--- src/rtl/slsc_pkg.sv ---
package slsc_pkg;
	// ------------------------------------------------------------
	// Word layout
	// ------------------------------------------------------------
	localparam int WORD_W = 22;
	localparam logic [WORD_W-1:0] WORD_RST = 22'h000000;
	// Word 0: main loop
	localparam int A_LSB = 0;
	localparam int A_W = 5;
	localparam int B_LSB = 5;
	localparam int B_W = 11;
	localparam int C_LSB = 16;
	localparam int TIME_W = 6;
	// Word 1: auxiliary-1 plus shared aux controls
	localparam int F_LSB = 14;
	localparam int G_LSB = 16;
	// Word 2: auxiliary-2
	localparam int K_LSB = 14;
	// Word 3: device control
	localparam int R_POS = 11;
	localparam int S_POS = 12;
	localparam int T_POS = 13;
	localparam int U_LSB = 14;
	localparam int V_LSB = 16;
	localparam int V_EXT = 21;
	// ------------------------------------------------------------
	// APB map (byte addresses)
	// ------------------------------------------------------------
	localparam int ADDR_W = 8;
	localparam logic [ADDR_W-1:0] OFF_WORD0 = 8'h00;
	localparam logic [ADDR_W-1:0] OFF_WORD1 = 8'h04;
	localparam logic [ADDR_W-1:0] OFF_WORD2 = 8'h08;
	localparam logic [ADDR_W-1:0] OFF_WORD3 = 8'h0C;
	localparam logic [ADDR_W-1:0] OFF_STROBE = 8'h10;
	localparam logic [ADDR_W-1:0] OFF_STATUS = 8'h14;
	// Status fields
	localparam int ST_ACT_LSB = 0;
	localparam int ST_PEND_LSB = 4;
	localparam int ST_DIRTY_LSB = 8;
	// ------------------------------------------------------------
	// Lock select and test routes
	// ------------------------------------------------------------
	typedef enum logic [1:0] {
		SLSC_LK_MAIN = 2'b00,
		SLSC_LK_AUX1 = 2'b01,
		SLSC_LK_AUX2 = 2'b10,
		SLSC_LK_AND = 2'b11
	} slsc_lksel_t;
	localparam logic [4:0] TM_M_PRE = 5'h05;
	localparam logic [4:0] TM_M_C11 = 5'h06;
	localparam logic [4:0] TM_M_C5 = 5'h07;
	localparam logic [4:0] TM_M_DN = 5'h19;
	localparam logic [4:0] TM_M_UP = 5'h1A;
	localparam logic [4:0] TM_M_TMR = 5'h1B;
	localparam logic [4:0] TM_A1_PRE = 5'h15;
	localparam logic [4:0] TM_A1_C11 = 5'h16;
	localparam logic [4:0] TM_A1_C3 = 5'h17;
	localparam logic [4:0] TM_A1_DN = 5'h0D;
	localparam logic [4:0] TM_A1_UP = 5'h0E;
	localparam logic [4:0] TM_A1_TMR = 5'h0F;
	localparam logic [4:0] TM_A2_PRE = 5'h1D;
	localparam logic [4:0] TM_A2_C11 = 5'h1E;
	localparam logic [4:0] TM_A2_C3 = 5'h1F;
	localparam logic [4:0] TM_A2_DN = 5'h11;
	localparam logic [4:0] TM_A2_UP = 5'h12;
	localparam logic [4:0] TM_A2_TMR = 5'h13;
	localparam logic [4:0] TM_REF_M = 5'h09;
	localparam logic [4:0] TM_REF_A1 = 5'h0A;
	localparam logic [4:0] TM_REF_A2 = 5'h0B;
endpackage : slsc_pkg

--- src/rtl/slsc_top.sv ---
`timescale 1ns/10ps
module slsc_top
	import slsc_pkg::*;
(
	// Clock and reset
	input wire logic clk,
	input wire logic rst,
	// APB slave
	input wire logic psel,
	input wire logic penable,
	input wire logic pwrite,
	input wire logic [ADDR_W-1:0] paddr,
	input wire logic [31:0] pwdata,
	output logic [31:0] prdata,
	output logic pready,
	output logic pslverr,
	// Loop pins: {up, down, small cnt, 11-bit cnt, prescaler}
	input wire logic [4:0] mainTap,
	input wire logic [4:0] aux1Tap,
	input wire logic [4:0] aux2Tap,
	// Reference pulses and lock detectors: {aux2, aux1, main}
	input wire logic [2:0] refIn,
	input wire logic [2:0] lockIn,
	// Lock and test output
	output logic lockIndicatorOut,
	// Main prescaler coefficients as loaded
	output logic [B_W-1:0] mainNm1,
	output logic [A_W-1:0] mainNm2,
	// Speed-up controls: {aux2, aux1, main}
	output logic [2:0] switchLowZ,
	output logic [2:0] boostEn,
	// Current ratios, one-hot 1/2/4/8
	output logic [3:0] mainRatio,
	output logic [3:0] auxRatio,
	// Power and counter source
	output logic [2:0] powerEn,
	output logic extPulseMode
);
	// ------------------------------------------------------------
	// Helpers
	// ------------------------------------------------------------
	function automatic logic [3:0] ratioOf(input logic [1:0] code);
		ratioOf = 4'h1 << code;
	endfunction : ratioOf

	logic [WORD_W-1:0] tmpWord [4];
	logic [WORD_W-1:0] opWord [4];
	logic [3:0] dirty;
	logic [2:0] pend;
	logic [2:0] spActive;
	logic [TIME_W-1:0] spCnt [3];
	logic [20:0] syncA;
	logic [20:0] syncB;
	logic [2:0] refPrev;
	logic [2:0] refPulse;
	logic [4:0] mTap;
	logic [4:0] a1Tap;
	logic [4:0] a2Tap;
	logic [2:0] refS;
	logic [2:0] lockS;
	logic wrEn;
	logic commit;
	logic mapped;
	logic [2:0] curEn;
	logic [2:0] newEn;
	logic lockAnd;
	logic next_lock;
	logic [4:0] testCode;
	slsc_lksel_t lockSel;

	// ------------------------------------------------------------
	// Input synchronisers
	// ------------------------------------------------------------
	// Pins run off other clocks; only syncB is read downstream
	always_ff @(posedge clk or posedge rst) begin
		if (rst) begin
			syncA <= '0;
			syncB <= '0;
			refPrev <= '0;
		end else begin
			syncA <= {lockIn, refIn, aux2Tap, aux1Tap, mainTap};
			syncB <= syncA;
			refPrev <= syncB[17:15];
		end
	end

	assign mTap = syncB[4:0];
	assign a1Tap = syncB[9:5];
	assign a2Tap = syncB[14:10];
	assign refS = syncB[17:15];
	assign lockS = syncB[20:18];
	// One-cycle enable per rising reference edge
	assign refPulse = refS & ~refPrev;

	// ------------------------------------------------------------
	// APB slave
	// ------------------------------------------------------------
	// Zero wait states; read data latched in the setup cycle
	assign pready = 1'b1;
	assign wrEn = psel && penable && pwrite && mapped;
	assign commit = wrEn && (paddr == OFF_STROBE);
	assign pslverr = psel && penable && !mapped;

	always_comb begin
		mapped = 1'b0;
		if (paddr <= OFF_STATUS && paddr[1:0] == 2'b00) begin
			mapped = 1'b1;
		end
	end

	always_ff @(posedge clk or posedge rst) begin
		if (rst) begin
			prdata <= '0;
		end else if (psel && !penable && !pwrite) begin
			prdata <= '0;
			if (paddr < OFF_STROBE && paddr[1:0] == 2'b00) begin
				prdata[WORD_W-1:0] <= tmpWord[paddr[3:2]];
			end else if (paddr == OFF_STATUS) begin
				prdata[ST_ACT_LSB +: 3] <= spActive;
				prdata[ST_PEND_LSB +: 3] <= pend;
				prdata[ST_DIRTY_LSB +: 4] <= dirty;
			end
		end
	end

	// ------------------------------------------------------------
	// Holding and operating words
	// ------------------------------------------------------------
	// Words wait in holding registers until the strobe write
	always_ff @(posedge clk or posedge rst) begin
		if (rst) begin
			dirty <= '0;
			for (int k = 0; k < 4; k++) begin
				tmpWord[k] <= WORD_RST;
				opWord[k] <= WORD_RST;
			end
		end else if (commit) begin
			for (int k = 0; k < 4; k++) begin
				if (dirty[k]) begin
					opWord[k] <= tmpWord[k];
				end
			end
			dirty <= '0;
		end else if (wrEn && paddr < OFF_STROBE) begin
			tmpWord[paddr[3:2]] <= pwdata[WORD_W-1:0];
			dirty[paddr[3:2]] <= 1'b1;
		end
	end

	assign curEn = {opWord[3][T_POS], opWord[3][S_POS], opWord[3][R_POS]};
	assign newEn = {tmpWord[3][T_POS], tmpWord[3][S_POS],
		tmpWord[3][R_POS]};
	assign powerEn = curEn;
	assign extPulseMode = opWord[3][V_EXT];
	assign testCode = opWord[3][V_LSB +: 5];
	assign lockSel = slsc_lksel_t'(opWord[3][U_LSB +: 2]);

	// ------------------------------------------------------------
	// Speed-up requests, counters and prescaler load
	// ------------------------------------------------------------
	// Requests wait for the loop's reference; a new strobe wins
	// over a reference that serves the old one in the same cycle
	always_ff @(posedge clk or posedge rst) begin
		if (rst) begin
			pend <= '0;
		end else begin
			for (int i = 0; i < 3; i++) begin
				if (refPulse[i]) begin
					pend[i] <= 1'b0;
				end
			end
			if (commit && dirty[0]) begin
				pend[0] <= 1'b1;
			end
			for (int i = 1; i < 3; i++) begin
				if (commit && dirty[3] && newEn[i] && !curEn[i]) begin
					pend[i] <= 1'b1;
				end
			end
		end
	end

	// One counter per loop, each on its own reference pulse
	always_ff @(posedge clk or posedge rst) begin
		if (rst) begin
			spActive <= '0;
			for (int i = 0; i < 3; i++) begin
				spCnt[i] <= '0;
			end
		end else begin
			for (int i = 0; i < 3; i++) begin
				if (refPulse[i] && pend[i]) begin
					// Main from C, both aux from shared G
					spCnt[i] <= (i == 0) ? opWord[0][C_LSB +: TIME_W]
						: opWord[1][G_LSB +: TIME_W];
					spActive[i] <= (i == 0)
						? (opWord[0][C_LSB +: TIME_W] != '0)
						: (opWord[1][G_LSB +: TIME_W] != '0);
				end else if (refPulse[i] && spActive[i]) begin
					spCnt[i] <= spCnt[i] - 1'b1;
					if (spCnt[i] == 6'h01) begin
						spActive[i] <= 1'b0;
					end
				end
			end
		end
	end

	// Switch and boost share the active flag so they never skew
	assign switchLowZ = spActive;
	assign boostEn = spActive;

	// Prescaler takes new coefficients only on a main reference
	always_ff @(posedge clk or posedge rst) begin
		if (rst) begin
			mainNm1 <= '0;
			mainNm2 <= '0;
		end else if (refPulse[0] && pend[0]) begin
			mainNm1 <= opWord[0][B_LSB +: B_W];
			mainNm2 <= opWord[0][A_LSB +: A_W];
		end
	end

	// Current ratios
	always_ff @(posedge clk or posedge rst) begin
		if (rst) begin
			mainRatio <= 4'h1;
			auxRatio <= 4'h1;
		end else begin
			mainRatio <= ratioOf(opWord[1][F_LSB +: 2]);
			auxRatio <= ratioOf(opWord[2][K_LSB +: 2]);
		end
	end

	// ------------------------------------------------------------
	// Lock output and test routing
	// ------------------------------------------------------------
	// Disabled loops drop out; all off forces the output low
	assign lockAnd = (lockS[0] | ~curEn[0]) & (lockS[1] | ~curEn[1])
		& (lockS[2] | ~curEn[2]) & (|curEn);

	// Reserved test codes fall back to normal lock select
	always_comb begin
		case (testCode)
			TM_M_PRE, TM_M_C11, TM_M_C5: next_lock = mTap[testCode[1:0]-2'd1];
			TM_M_DN: next_lock = mTap[3];
			TM_M_UP: next_lock = mTap[4];
			TM_M_TMR: next_lock = spActive[0];
			TM_A1_PRE, TM_A1_C11, TM_A1_C3: next_lock = a1Tap[testCode[1:0]-2'd1];
			TM_A1_DN: next_lock = a1Tap[3];
			TM_A1_UP: next_lock = a1Tap[4];
			TM_A1_TMR: next_lock = spActive[1];
			TM_A2_PRE, TM_A2_C11, TM_A2_C3: next_lock = a2Tap[testCode[1:0]-2'd1];
			TM_A2_DN: next_lock = a2Tap[3];
			TM_A2_UP: next_lock = a2Tap[4];
			TM_A2_TMR: next_lock = spActive[2];
			TM_REF_M: next_lock = refS[0];
			TM_REF_A1: next_lock = refS[1];
			TM_REF_A2: next_lock = refS[2];
			default: begin
				case (lockSel)
					SLSC_LK_MAIN: next_lock = lockS[0];
					SLSC_LK_AUX1: next_lock = lockS[1];
					SLSC_LK_AUX2: next_lock = lockS[2];
					SLSC_LK_AND: next_lock = lockAnd;
					default: next_lock = 1'b0;
				endcase
			end
		endcase
	end

	always_ff @(posedge clk or posedge rst) begin
		if (rst) begin
			lockIndicatorOut <= 1'b0;
		end else begin
			lockIndicatorOut <= next_lock;
		end
	end
endmodule : slsc_top
--- config.mk ---
export PLATFORM = sky130hd
export DESIGN_NAME = slsc_top
export DESIGN_NICKNAME = d
export VERILOG_FILES = /design/src/rtl/slsc_pkg.sv /design/src/rtl/slsc_top.sv
export SDC_FILE = /design/constraint.sdc
export NUM_CORES = 1
export LEC_CHECK = 0
export ABC_AREA = 0
export BUFFER_PORTS_ARGS = -buffer_cell sky130_fd_sc_hd__buf_2
export CORE_MARGIN = 5
export CORE_UTILIZATION = 55
export DETAILED_ROUTE_END_ITERATION = 6
export GPL_TIMING_DRIVEN = 0
export PLACE_DENSITY = 0.87
export SLEW_MARGIN = 20
export SYNTH_ARGS = -nofsm -noshare
export SYNTH_HDL_FRONTEND = slang
export SYNTH_SLANG_ARGS = --single-unit
--- constraint.sdc ---
create_clock -name clk -period 9.2 [get_ports clk]
set_clock_uncertainty 0.05 [all_clocks]
set_input_delay 0.92 -clock clk [delete_from_list [all_inputs] [get_ports clk]]
set_output_delay 0.92 -clock clk [all_outputs]
set_load 0.05 [all_outputs]
==> key figures <==
STA
  – Slew HR: 50.71%
  – Worst setup margin: 5.648 ns
  – Fin crit period: 3.552 ns
  – Worst Tran Pin Value: 0.7393 ns
  – Final Max Slew Viols: 0
  – Hold Fails Final Rpt: 0
  – Tcrit/Tclk final: 38.61%
  – Final hold slack: 0.2958 ns
  – Setup tns final: 0 ns
  – FMAX: 0.2815 GHz
  – # setup viols final: 0
  – RSZ-0062 raised after global routing: false

CTS
  – Post-CTS resize count: 0
  – Clock tree sinks: 251
  – Post-CTS Hold Buffers: 0
  – Clock Root Buffer: clkbuf_16
  – TritonCTS buffer count: 25
  – Clock-pin slew on the worst setup and hold paths: 0.06 ns
  – CTS tree: built
  – Post-CTS setup buffers: 0
  – CTS H-tree depth: 1
  – Longest Clk Path Bufs: 3
  – Clock Latency Late Sink: 0.52 ns

Critical path
  – CP required: 8.23 ns
  – Critical Path, Cell by Cell: clkbuf_1 > buf_1 > a21oi_1 > nor2_1 > buf_2
  – WS Path Type: primary input to output pin
  – CP startpoint kind: primary input
  – Slowest CP cell: buf_1
  – Max incr delay on CP: 0.61 ns
  – CP endpoint kind: output pin
  – Worst EP arrival: 2.58 ns
  – CP Max Fanout: 10

Logic synthesis
  – Synth warn: 0
  – Async SR Flop Fraction: 100.0%
  – EDFF count, synth: 0
  – Simple-Gate Fraction of Synth Area: 7.439%
  – Largest family of logic cells by synthesized area: multiplexers
  – FF+latch count, synth: 251
  – Mapped Area: 10,580 µm²
  – Area contributors post-synth: dfrtp_1 (59%), mux2_2 (12%), mux4_2 (5.3%), mux2_4 (3.8%), o21ai_0 (2.3%)
  – Xor/xnor share of the synthesized area: 0%
  – Register area share after synthesis: 59.40%
  – Post-synthesis compound-gate area fraction: 6.268%
  – Most used DFF post-synth: dfrtp_1
  – Syn Area/Cell: 13.79 µm²
  – Post-synthesis cell count: 767
  – Mux cell area share after synthesis: 22.20%
  – Unique masters post-synth: 53
  – Cell taking the most area after synthesis: dfrtp_1
  – Synth Area in Adders: 1.064%
  – Top cell type's share of synthesized area: 58.90%

Final layout
  – Util after Layout: 65.97%
  – Layout Area Growth over Synthesis: 17.43%
  – Non-filler cells, final: 1,194
  – Final net count: 991
  – Share of cells above drive strength 1: 40.04%
  – Final instance area: 12,420 µm²
  – FILL cells: 1,299
  – Ant. Diodes: 0

Routing
  – Vias after detailed routing: 6,851
  – DR WL/cell: 19.75 µm
  – DRT Pass-1 Iters: 5
  – DRC violations left: 0
  – Via density: 5.738
  – DRT Wirelength: 23,590 µm
  – Detailed router's first-iteration violation count: 598
  – Antenna Nets Post-Route: 0

Pwr
  – Leak pwr: 6.212 nW
  – PwrDens: 198.9 nW/µm²
  – Maximum vdd drop: 0.0001778 V
  – Total power: 2.471 mW

Global routing
  – Vias in the first global route: 7,131
  – First-pass GRT wire length: 38,460 µm
  – GRT Residual Overflow: 0
  – Total GRT Usage: 21.79%
  – Initial antenna violation count: 0
  – Largest net degree at the start of global routing: 106

Floorplan
  – Starting Density: 56.18%
  – Die Span Y: 148.7 µm
  – Die width: 148.7 µm
  – Row count: 50
  – CORE AREA: 18,830 µm²
  – Die area: 22,110 µm²
  – I/O pins: 135

Placement
  – PortBufs: 111
  – Post-DP HPWL: 16,190 µm
  – Pre-CTS setup slack: 5.699 ns
  – Post-Place Cells: 1,149
  – GP Congestion: 0.8931
  – Placement-stage cell area: 11,560 µm²

Job
  – Max Cap Violations: 0

Run status
  – Status: finished, final reports clean

Min path
  – Hold/Removal Path Class: flip-flop to flip-flop
-- cell type report --
cell class	instances	area, µm²	share of cell area, %
multi-input cells	459	3953	31.82
inverters	14	60.06	0.4834
flip-flops and latches	251	6284	50.58
clock buffers	31	688.2	5.539
plain buffers	52	324.1	2.609
repair buffers	113	610.6	4.915
well taps	260	325.3	2.619
clock inverters	14	178.9	1.440
-- where the power goes --
group	switching, mW	internal [mW]
clock	0.419	0.643
sequential	0.0403	1.14
combinational	0.151	0.0766
-- cells in the mapped netlist, types with 3 or more instances --
cell type / n
buf_6: 5
dfrtp_1: 249
inv_1: 14
and2_1: 4
mux2_2: 115
o22ai_1: 6
mux2i_1: 4
a21o_1: 3
buf_2: 10
nand3_1: 6
ha_1: 9
mux4_2: 25
a22oi_1: 18
a21oi_1: 22
or2_2: 3
nor2b_1: 11
nor2_1: 23
nand2_1: 64
nor3_1: 12
a31oi_1: 3
o21ai_0: 49
clkbuf_1: 14
nand2b_1: 8
mux2_1: 4
buf_4: 21
mux2_4: 27
-- critical path: cells and delay by family --
family / cells / cell delay, ns
compound gates: 1 / 0.18
buf+inv: 3 / 1.35
simple gates: 1 / 0.12
-- cells by family (layout without fill, tap and decap cells) --
family	count (synthesis)	after routing
flip-flops	251	251
multiplexers	175	175
AND/OR/NAND/NOR	152	152
AO/OA/AOI/OAI	112	112
buffers and inverters	66	224
adder cells (fa/ha/maj)	9	9
other	2	11
-- layer usage --
metal,track usage (%),wire length [µm],up-vias,share of wire (%)
met2,36.51,11670,290,49
met5,0,0,-,0
li1,-,-,3010,-
met1,29.08,9451,3489,40
met4,6.282,692,0,2.9
met3,4.509,1773,62,7.5
-- final timing paths --
path	from	endpoint	slack, ns	cells after the start
setup / recovery	paddr[3]	pslverr	5.65	5
hold / removal	syncA[16]	syncB[16]	0.30	0
setup reg to reg	syncB[15]	mainNm1[1]	6.77	5
hold reg to reg	syncA[16]	syncB[16]	0.30	0
max in group asynchronous	rst	auxRatio[0]	7.81	3
min in group asynchronous	rst	tmpWord[24]	0.40	2
-- placed cells by master (no fill, tap or decap), drive strengths merged, types with 2 or more instances in the layout --
master / count
o22ai: 6
clkinv: 7
or3: 3
dfstp: 2
mux2i: 4
a22oi: 18
nor2b: 11
mux4: 25
a311oi: 2
nand3b: 2
nor3: 14
dfrtp: 249
clkbuf: 45
or2: 3
ha: 9
or4: 2
conb: 11
nand2: 66
and2: 5
a31oi: 3
a211oi: 2
mux2: 146
inv: 15
a21oi: 22
nor2: 24
o21ai: 49
clkinvlp: 2
nand2b: 8
buf: 151
a21o: 3
bufinv: 4
nand3: 6
nor4b: 2
-- sequential cells by signal (all words and copies together), names as in the netlist --
| signal | flops |
|---|---|
| tmpWord | 85 |
| opWord | 37 |
| prdata | 22 |
| syncA | 21 |
| syncB | 21 |
| spCnt | 18 |
| mainNm1 | 11 |
| mainNm2 | 5 |
| auxRatio | 4 |
| dirty | 4 |
| mainRatio | 4 |
| boostEn | 3 |
| newEn | 3 |
| pend | 3 |
| powerEn | 3 |
| refPrev | 3 |
| lockSel | 2 |
| extPulseMode | 1 |
| lockIndicatorOut | 1 |
(Power assumes the default switching activity.)
